==> src/include/fault_cfg.svh <==
// constants for the controller fault status manager
`ifndef FAULT_CFG_SVH
`define FAULT_CFG_SVH
`define OFS_CTRL        32'h0000_0000
`define OFS_CONDS       32'h0000_0004
`define OFS_INSTR       32'h0000_0008
`define OFS_STATUS      32'h0000_000c
`define OFS_MSG         32'h0000_0010
`define OFS_AUX         32'h0000_0014
`define CTRL_MODE_LSB   0
`define CTRL_START_BIT  2
`define CODE_NONE       8'h00
`define CODE_CYCLE      8'hf8
`define CODE_IOVER      8'he7
`define CODE_RIO0       8'hb0
`define CODE_SPECIAL    8'hd0
`define CODE_HDIO       8'h9a
`define CODE_BATT       8'hf7
`define CODE_WDOG       8'h9f
`define CODE_ALLCLEAR   8'hff
`define MODE_PROGRAM    2'h0
`define MODE_MONITOR    2'h1
`define MODE_RUN        2'h2
`define CYCLE_WARN_MS   100
`define CYCLE_FATAL_MS  130
`define CLK_MHZ         250
`define BLINK_HALF_MS   250
`endif

==> src/include/fault_pkg.sv <==
// types for the controller fault status manager
package fault_pkg;
	typedef enum logic [1:0] {
		st_wait,
		st_run,
		st_halt
	} run_state_t;
	typedef struct packed {
		logic [3:0] unit_id;
		logic       remote_master;
		logic       batt_memory;
		logic       io_verify;
		logic       special_err;
		logic       hdio_err;
		logic       batt_low;
		logic       remote_err;
		logic       hw_fatal;
	} cond_t;
	typedef struct packed {
		logic       power;
		logic       run_lamp;
		logic       alarm;
		logic       run_out;
		logic       outputs_enable;
	} lamps_t;
endpackage

==> src/core/fault_status_manager.sv <==
// fault classification, indicators, fault code field and message queue
`timescale 1ns/10ps
`include "fault_cfg.svh"
// How it works
// - alarm lamp steady on fatal error, blinking when only non-fatal errors exist.
// - hardware fatal, watchdog fatal or halt instruction lights alarm, halts, outputs off.
// - post instruction with nonzero code writes fault field, operation unaffected.
// - halt instruction writes its code, stops operation, turns outputs off.
// - post instruction with code 00 clears field, loads next pending code.
// - several pending messages kept; each read request shows the next one.
// - read in program mode removes the message; run or monitor never clears.
// - when nothing is stored, reads report the all-clear code.
// - during initialisation power lamp lit, run lamp and run output off.
// - waiting state with no code while the start input is inactive.
// - waiting state with no code until special units finish initialising.
// - waiting state with no code while remote unit unpowered or unterminated.
// - non-fatal errors keep running: power, run lamps and run output on.
// - user posted codes 01 to 99 are reported as non-fatal.
// - cycle time above 100 ms posts non-fatal code F8.
// - wrong registered unit table posts non-fatal code E7.
// - remote transmission error posts B0 or B1 naming the master.
// - link or special refresh error posts D0 and names the unit; restart toggle bits are only stored and read back.
// - high-density transfer error posts 9A and names the unit.
// - low or missing battery posts F7 and flags which battery.
// - fatal: power and alarm lit, run output off; power loss lights nothing.
// - detected errors of every class except hardware fatal place their code in the fault field.
// - fault field is eight bits, a two-digit code.
// - watchdog above 130 ms default declares a fatal processor error.
module fault_status_manager #(
	parameter int DEPTH       = 8,
	parameter int BLINK_HALF  = `BLINK_HALF_MS * `CLK_MHZ * 1000,
	parameter int CYCLE_WARN  = `CYCLE_WARN_MS * `CLK_MHZ * 1000,
	parameter int CYCLE_FATAL = `CYCLE_FATAL_MS * `CLK_MHZ * 1000
) (
	// clock and reset
	input  wire logic        hclk,
	input  wire logic        hresetn,
	// ahb-lite slave
	input  wire logic        hsel,
	input  wire logic [31:0] haddr,
	input  wire logic [1:0]  htrans,
	input  wire logic        hwrite,
	input  wire logic [2:0]  hsize,
	input  wire logic        hready,
	input  wire logic [31:0] hwdata,
	output logic [31:0]      hrdata,
	output logic             hreadyout,
	output logic             hresp,
	// status pins from outside the clock domain
	input  wire logic        start_input,
	input  wire logic        special_units_ready,
	input  wire logic        remote_ready,
	input  wire logic        power_good,
	// watchdog cycle strobe from the sequencer, same clock
	input  wire logic        cycle_end,
	// indicators and outputs
	output fault_pkg::lamps_t lamps,
	output logic [7:0]       fault_code
);
	localparam int AW = $clog2(DEPTH);
	// bus capture
	logic        wr_pend;
	logic        rd_pend;
	logic [4:0]  addr_q;
	logic [1:0]  mode;
	logic [3:0]  restart_toggle;
	fault_pkg::cond_t conds;
	fault_pkg::run_state_t state;
	// synchronisers
	logic [3:0]  sync1;
	logic [3:0]  sync2;
	// queue
	logic [7:0]  queue [DEPTH];
	logic [AW-1:0] rd_ptr;
	logic [AW-1:0] wr_ptr;
	logic [AW:0] count;
	logic [7:0]  msg_shown;
	// timers
	logic [31:0] cycle_cnt;
	logic [31:0] blink_cnt;
	logic        blink;
	logic        cycle_over;
	logic        wdog_fatal;
	logic [7:0]  prev_evt;
	// event posting
	logic        push;
	logic [7:0]  push_code;
	logic        pop_prog;
	logic        pop_clr;
	logic        instr_wr;
	logic [7:0]  instr_code;
	logic        instr_halt;
	logic        fatal;
	logic        nonfatal;
	logic [7:0]  evt_now;
	logic [7:0]  evt_rise;
	logic        do_push;
	logic        do_pop;
	logic [AW:0] next_count;
	logic [7:0]  next_msg_shown;
	logic [31:0] next_hrdata;
	// zero wait states and always okay, still held in flops so every output is registered
	always_ff @(posedge hclk or negedge hresetn) begin
		if (!hresetn) begin
			hreadyout <= 1'b1;
			hresp     <= 1'b0;
		end else begin
			hreadyout <= 1'b1;
			hresp     <= 1'b0;
		end
	end
	always_ff @(posedge hclk or negedge hresetn) begin
		if (!hresetn) begin
			wr_pend <= 1'b0;
			rd_pend <= 1'b0;
			addr_q  <= 5'h00;
		end else if (hready) begin
			wr_pend <= hsel && htrans[1] && hwrite;
			rd_pend <= hsel && htrans[1] && !hwrite;
			addr_q  <= haddr[4:0];
		end
	end
	// two flops before any logic reads the pins
	always_ff @(posedge hclk or negedge hresetn) begin
		if (!hresetn) begin
			sync1 <= 4'h0;
			sync2 <= 4'h0;
		end else begin
			sync1 <= {power_good, remote_ready, special_units_ready, start_input};
			sync2 <= sync1;
		end
	end
	assign instr_wr   = wr_pend && addr_q == `OFS_INSTR;
	assign instr_code = hwdata[7:0];
	assign instr_halt = hwdata[8];
	assign pop_prog   = rd_pend && addr_q == `OFS_MSG && mode == `MODE_PROGRAM && count != '0;
	assign pop_clr    = instr_wr && !instr_halt && instr_code == `CODE_NONE && count != '0;
	// software control writes
	always_ff @(posedge hclk or negedge hresetn) begin
		if (!hresetn) begin
			mode           <= `MODE_PROGRAM;
			conds          <= '0;
			restart_toggle <= 4'h0;
		end else begin
			if (wr_pend && addr_q == `OFS_CTRL) begin
				mode           <= hwdata[1:0];
				restart_toggle <= hwdata[11:8];
			end
			if (wr_pend && addr_q == `OFS_CONDS)
				conds <= hwdata[$bits(fault_pkg::cond_t)-1:0];
		end
	end
	// cycle watchdog: warn at 100 ms, fatal at 130 ms
	always_ff @(posedge hclk or negedge hresetn) begin
		if (!hresetn)
			cycle_cnt <= '0;
		else if (state == fault_pkg::st_run)
			cycle_cnt <= cycle_end ? '0 : cycle_cnt + 32'h1;
		else
			cycle_cnt <= '0;
	end
	// fatal flag drops outside run, else a restart from program mode would halt at once
	always_ff @(posedge hclk or negedge hresetn) begin
		if (!hresetn) begin
			cycle_over <= 1'b0;
			wdog_fatal <= 1'b0;
		end else if (state == fault_pkg::st_run) begin
			if (cycle_end && cycle_cnt > CYCLE_WARN)
				cycle_over <= 1'b1;
			if (cycle_cnt > CYCLE_FATAL)
				wdog_fatal <= 1'b1;
		end else begin
			wdog_fatal <= 1'b0;
		end
	end
	// non-fatal condition events, posted once on rising
	assign evt_now = {4'h0, conds.io_verify, conds.special_err, conds.hdio_err, conds.batt_low}
		| {3'h0, conds.remote_err, 4'h0};
	assign evt_rise = evt_now & ~prev_evt;
	always_ff @(posedge hclk or negedge hresetn) begin
		if (!hresetn)
			prev_evt <= 8'h00;
		else
			prev_evt <= (state == fault_pkg::st_run) ? evt_now : prev_evt;
	end
	always_comb begin
		push      = 1'b0;
		push_code = `CODE_NONE;
		if (instr_wr && instr_code != `CODE_NONE) begin
			push      = 1'b1;
			push_code = instr_code;
		end else if (state == fault_pkg::st_run) begin
			if (wdog_fatal && !fatal) begin
				push      = 1'b1;
				push_code = `CODE_WDOG;
			end else if (cycle_end && cycle_cnt > CYCLE_WARN) begin
				push      = 1'b1;
				push_code = `CODE_CYCLE;
			end else if (evt_rise[4]) begin
				push      = 1'b1;
				push_code = `CODE_RIO0 | {7'h00, conds.remote_master};
			end else if (evt_rise[3]) begin
				push      = 1'b1;
				push_code = `CODE_IOVER;
			end else if (evt_rise[2]) begin
				push      = 1'b1;
				push_code = `CODE_SPECIAL;
			end else if (evt_rise[1]) begin
				push      = 1'b1;
				push_code = `CODE_HDIO;
			end else if (evt_rise[0]) begin
				push      = 1'b1;
				push_code = `CODE_BATT;
			end
		end
	end
	// pending message queue; full queue drops new codes
	assign do_push = push && count != DEPTH[AW:0];
	assign do_pop  = pop_prog || pop_clr;
	always_comb begin
		next_count = count;
		if (do_push && !do_pop)
			next_count = count + 1'b1;
		else if (do_pop && !do_push)
			next_count = count - 1'b1;
	end
	always_ff @(posedge hclk or negedge hresetn) begin
		if (!hresetn) begin
			wr_ptr <= '0;
			rd_ptr <= '0;
			count  <= '0;
		end else begin
			if (do_push)
				wr_ptr <= wr_ptr + 1'b1;
			if (do_pop)
				rd_ptr <= rd_ptr + 1'b1;
			count <= next_count;
		end
	end
	always_ff @(posedge hclk) begin
		if (do_push)
			queue[wr_ptr] <= push_code;
	end
	// run/monitor reads walk the queue without removing; a pop moves the head, so restart the walk
	always_comb begin
		next_msg_shown = msg_shown;
		if (do_pop || count == '0)
			next_msg_shown = 8'h00;
		else if (rd_pend && addr_q == `OFS_MSG && mode != `MODE_PROGRAM) begin
			if (msg_shown + 8'h01 >= {{(7-AW){1'b0}}, count})
				next_msg_shown = 8'h00;
			else
				next_msg_shown = msg_shown + 8'h01;
		end
	end
	always_ff @(posedge hclk or negedge hresetn) begin
		if (!hresetn)
			msg_shown <= 8'h00;
		else
			msg_shown <= next_msg_shown;
	end
	// operating state
	assign fatal    = state == fault_pkg::st_halt;
	assign nonfatal = count != '0;
	always_ff @(posedge hclk or negedge hresetn) begin
		if (!hresetn) begin
			state <= fault_pkg::st_wait;
		end else begin
			case (state)
				fault_pkg::st_wait: begin
					if (sync2[0] && sync2[1] && sync2[2] && mode != `MODE_PROGRAM)
						state <= fault_pkg::st_run;
				end
				fault_pkg::st_run: begin
					if (conds.hw_fatal || wdog_fatal || (instr_wr && instr_halt))
						state <= fault_pkg::st_halt;
					else if (mode == `MODE_PROGRAM)
						state <= fault_pkg::st_wait;
				end
				fault_pkg::st_halt: begin
					if (mode == `MODE_PROGRAM && !conds.hw_fatal)
						state <= fault_pkg::st_wait;
				end
				default: state <= fault_pkg::st_wait;
			endcase
		end
	end
	// blink divider
	always_ff @(posedge hclk or negedge hresetn) begin
		if (!hresetn) begin
			blink_cnt <= '0;
			blink     <= 1'b0;
		end else if (blink_cnt >= BLINK_HALF - 1) begin
			blink_cnt <= '0;
			blink     <= ~blink;
		end else begin
			blink_cnt <= blink_cnt + 32'h1;
		end
	end
	// indicators, all registered
	always_ff @(posedge hclk or negedge hresetn) begin
		if (!hresetn) begin
			lamps <= '0;
		end else if (!sync2[3]) begin
			lamps <= '0;
		end else begin
			lamps.power          <= 1'b1;
			lamps.run_lamp       <= state == fault_pkg::st_run;
			lamps.run_out        <= state == fault_pkg::st_run;
			lamps.outputs_enable <= state == fault_pkg::st_run;
			lamps.alarm          <= fatal ? 1'b1 : (nonfatal && blink);
		end
	end
	// fault code field shows head of queue
	always_ff @(posedge hclk or negedge hresetn) begin
		if (!hresetn)
			fault_code <= `CODE_NONE;
		else if (state == fault_pkg::st_wait && count == '0)
			fault_code <= `CODE_NONE;
		else
			fault_code <= (count != '0) ? queue[rd_ptr] : `CODE_NONE;
	end
	// read data, decoded in the address phase so it stands through the data phase
	always_comb begin
		next_hrdata = {24'h00_0000, fault_code};
		case (haddr[4:0])
			`OFS_CTRL:   next_hrdata = {20'h0_0000, restart_toggle, 6'h00, mode};
			`OFS_CONDS:  next_hrdata = {{(32-$bits(fault_pkg::cond_t)){1'b0}}, conds};
			`OFS_STATUS: next_hrdata = {16'h0000, lamps, 2'h0, cycle_over, count[3:0], 2'h0, state};
			`OFS_MSG:    next_hrdata = {24'h00_0000, (count == '0) ? `CODE_ALLCLEAR
				: queue[rd_ptr + msg_shown[AW-1:0]]};
			`OFS_AUX:    next_hrdata = {24'h00_0000, conds.unit_id, conds.remote_master, conds.batt_memory, 2'h0};
			default:     next_hrdata = {24'h00_0000, fault_code};
		endcase
	end
	always_ff @(posedge hclk or negedge hresetn) begin
		if (!hresetn)
			hrdata <= 32'h0000_0000;
		else if (hsel && htrans[1] && !hwrite && hready)
			hrdata <= next_hrdata;
	end
endmodule

==> config.mk <==
export PLATFORM = sky130hd
export DESIGN_NAME = fault_status_manager
export DESIGN_NICKNAME = d
export VERILOG_FILES = /design/src/include/fault_pkg.sv /design/src/core/fault_status_manager.sv
export VERILOG_INCLUDE_DIRS = /design/src /design/src/include
export SDC_FILE = /design/constraint.sdc
export NUM_CORES = 1
export LEC_CHECK = 0
export BUFFER_PORTS_ARGS = -buffer_cell sky130_fd_sc_hd__buf_2
export CAP_MARGIN = 0
export CORE_AREA = 5 5 195 197
export CTS_CLUSTER_SIZE = 20
export DETAILED_ROUTE_END_ITERATION = 10
export DIE_AREA = 0 0 200 202
export PLACE_DENSITY = 0.5
export SLEW_MARGIN = 20
export SYNTH_ARGS = -nofsm -noshare
export SYNTH_HDL_FRONTEND = slang
export SYNTH_SLANG_ARGS = --single-unit
==> constraint.sdc <==
create_clock -name hclk -period 4 [get_ports hclk]
set_clock_uncertainty 0.2 [all_clocks]
set_input_delay 0.6 -clock hclk [delete_from_list [all_inputs] [get_ports hclk]]
set_output_delay 0.6 -clock hclk [all_outputs]
set_load 0.01 [all_outputs]
==> run_results.csv <==
group,metric,value,unit
cts,cts_sinks,215,
worst_setup_path,worst_ep_arrival_time,3830,ps
cts,tritoncts.num_buffers,25,
yosys,synth_seq_cells,215,
grt,grt_max_degree,85,
final_layout,fin_util,34.5,%
drt,avgViaCountPerCell,4.97,
yosys,seq_area_frac_synth,53.4,%
yosys,synth_ff_type,"dfrtp_1",
final_layout,multi_input_area,4740,um2
final_layout,drive_gt1_share,20.6,%
timing,rsz0062_at_grt,"false",
timing,setup_tns,0,ps
timing,fin_crit_sh,90.4,%
floorplan,die_x,200,um
drt,drtIter0Drc,570,
drt,routedWlPerCell,18.0,um
drt,drt_wl_total,26.7,mm
yosys,syn_area_per_cell,11.8,um2
grt,grt_overflow,0,
floorplan,core,36100,um2
drt,ant_nets,0,
min_path,hold_class,"in2reg",
cts,cts_hold_repair.buffers,5,
cts,cts_root_buf,"clkbuf_16",
final_layout,ff_latch_area,5700,um2
drt,via_count,7339,
yosys,syn_area,10700,um2
timing,relSlewSlack,24.0,%
worst_setup_path,cp.required,4220,ps
power_and_ir_drop,p_leak,4.85,nW
floorplan,rows,70,
grt,grt_pass1_wl,42.1,mm
grt,grt.total_usage,13.1,%
cts,tritoncts,"yes",
final_layout,fill_cells,3609,
min_path,hold_start,"hwdata[9]",
worst_setup_path,start_kind,"flop",
drt,drt_pre_antenna_iters,5,
yosys,ys_async_sr_fraction,70.2,%
cts,cts_resized,0,
worst_setup_path,startpoint,"cycle_cnt[15]$_DFF_PN0_",
yosys,synth.distinct_cells,79,
worst_setup_path,worstPathCellList,"or4_1 -> o32a_1 -> a311oi_4 -> o211a_4 -> nor2_1 -> ha_1 -> inv_1 -> ha_1 -> a21o_1 -> a21oi_1 -> xnor2_1 -> nor2_1 -> xnor2_1",
worst_setup_path,reg2reg_depth,13,
final_layout,nets,1088,
yosys,synth-edff-count,64,
worst_setup_path,worstSetupPathType,"reg2reg",
job,max_cap_violations,0,
cts,cts_buffer_depth,3,
status,status,"finished clean",
cts,clk_pin_slew,60,ps
timing,finalHoldViolCount,0,
power_and_ir_drop,power_density,476,nW/um2
floorplan,ios,126,
floorplan,fp.dieArea,40400,um2
worst_setup_path,timing.rr.end,"count[3]$_DFFE_PN0P_",
worst_setup_path,worstSetupEndpointType,"flop",
timing,slew_viol_final,0,
timing,period_needed,3620,ps
power_and_ir_drop,ir_worst_vdd,315,uV
placed_design,place.gp.congestion,0.836,
drt,remaining_drc_errors,0,
cts,insertion_delay,530,ps
placed_design,place_hpwl,18.8,mm
worst_setup_path,slowest_delay,530,ps
timing,setup_viol,0,
worst_setup_path,slowest_stage,"or4_1",
floorplan,initial_utilization,29.6,%
cts,postCtsSetupBuffers,0,
grt,grt_pass1_vias,7333,
yosys,synthCells,905,
timing,tightest_slew,1130,ps
floorplan,fp.dieH,202,um
placed_design,portBuffers,56,
final_layout,diodes,0,
worst_setup_path,rrSetupSlack,380,ps
timing,max_freq,277,MHz
final_layout,syn_to_final_growth,16.6,%
worst_setup_path,path_max_fanout,7,
cts,cts_max_level,1,
yosys,ys.warnings.count,0,
worst_setup_path,r2r_start,"cycle_cnt[15]$_DFF_PN0_",
worst_setup_path,crit_end,"count[3]$_DFFE_PN0P_",
grt,antenna_found_initial,0,
[worst max-delay path, delay by kind of cell, from the launching register on]
family | cells | cell delay [ps]
AOI/OAI and AO/OA | 5 | 1380
and+or+nand+nor | 3 | 650
adders and majority gates | 2 | 460
DFF | 1 | 450
xor gates and xnor gates | 2 | 250
buffers and inverters | 1 | 110
[per-layer routing]
metal	vias to the layer above	wire [um]	global-route usage (%)
li1	3489	-	-
met1	3668	12200	18.1
met2	147	12800	21.8
met3	35	1120	1.83
met4	0	590	3.03
met5	-	0	0
[cell type report]
class	count	share of cell area, %
Clock buffer	32	5.24
Clock inverter	12	1.08
Inverter	17	0.513
Multi-Input combinational cell	641	38.1
Sequential cell	215	45.8
Tap cell	468	4.70
Timing Repair Buffer	93	4.63
[kinds of logic after synthesis]
group	share of synthesized area (%)
adders and majority gates	2.02
muxes	11.5
buffers and inverters	3.34
xor gates and xnor gates	4.39
other	0.0703
AOI/OAI and AO/OA	8.71
and+or+nand+nor	16.5
DFF	53.4
[worst min path at each step]
stage / to / slack [ps] / depth (start not counted)
finish: restart_toggle[1]$_DFFE_PN0P_ / 120 / 2
global route: restart_toggle[1]$_DFFE_PN0P_ / 110 / 2
CTS: restart_toggle[1]$_DFFE_PN0P_ / 90 / 2
detailed placement: sync2[3]$_DFF_PN0_ / 140 / 0
global placement: sync2[3]$_DFF_PN0_ / 130 / 0
floorplan: addr_q[0]$_DFFE_PN0P_ / 100 / 0
[cells in the final DEF, fill, tap and decap left out, types with 11 or more instances in the layout]
master	synthesis	layout
a21oi_1	18	18
and2_1	11	11
buf_2	3	55
buf_4	21	32
clkbuf_16	0	25
conb_1	2	24
dfrtp_1	151	151
edfxtp_1	64	64
ha_1	14	14
inv_1	17	17
mux2_2	33	33
mux2i_1	14	14
mux4_2	32	32
nand2_1	78	78
nand2b_1	20	20
nand3_1	31	31
nand4_1	21	21
nor2_1	85	85
nor3_1	14	14
nor4_1	12	11
o21ai_0	33	32
xnor2_1	23	23
xor2_1	28	28
[Yosys cell counts (all sizes together), types with 3 or more instances]
library cell | instances | area (um2)
o32a | 3 | 30.0
o21ai | 34 | 170
or4 | 8 | 60.1
dfrtp | 151 | 3780
nand4b | 3 | 26.3
a211oi | 3 | 22.5
o211ai | 11 | 87.6
nor3 | 16 | 90.1
a221oi | 5 | 43.8
nor4 | 13 | 87.6
xor2 | 28 | 245
ha | 14 | 175
mux2 | 33 | 372
nand4 | 21 | 131
nor2 | 85 | 319
and2 | 13 | 81.3
mux4 | 32 | 721
a311o | 3 | 30.0
mux2i | 14 | 140
nor2b | 7 | 43.8
clkbuf | 26 | 97.6
edfxtp | 64 | 1920
or3 | 10 | 62.6
nor4b | 7 | 67.6
a31oi | 7 | 43.8
o31ai | 3 | 22.5
xnor2 | 23 | 201
nand2 | 78 | 293
and4 | 10 | 87.6
nand2b | 20 | 125
inv | 17 | 63.8
a21oi | 18 | 90.1
a21boi | 5 | 37.5
or2 | 4 | 25.0
nand3 | 31 | 155
and3 | 8 | 50.1
buf | 28 | 195
a22oi | 7 | 52.6
[stage by stage]
stage / setup slack, ps / power (mW) / cell area, um2 / hold WS [ps] / std cells
final: 385 / 5.92 / 12400 / 117 / 1478
after detailed placement: 388 / 3.75 / 11600 / 136 / 1429
after floorplan: 479 / 3.36 / 10800 / 104 / 927
after global placement: 384 / 3.73 / 11600 / 135 / 1429
after CTS: 391 / 6.01 / 12400 / 89.1 / 1478
after global routing: 47.0 / 6.23 / 12400 / 110 / 1478
[power breakdown]
part / internal, mW / leakage (nW) / total (mW) / switching, mW
clock: 1.34 / 0.385 / 2.22 / 0.886
sequential: 2.48 / 2.55 / 2.67 / 0.196
combinational: 0.457 / 1.92 / 1.03 / 0.571
[state kept, by name, indices dropped and copies added (netlist names), 8 cells and up]
signal and count:
queue 64, conds 12, hrdata 15, blink_cnt 32, fault_code 8, msg_shown 8
cycle_cnt 32
Note: power is estimated with default switching activity, not from simulation.
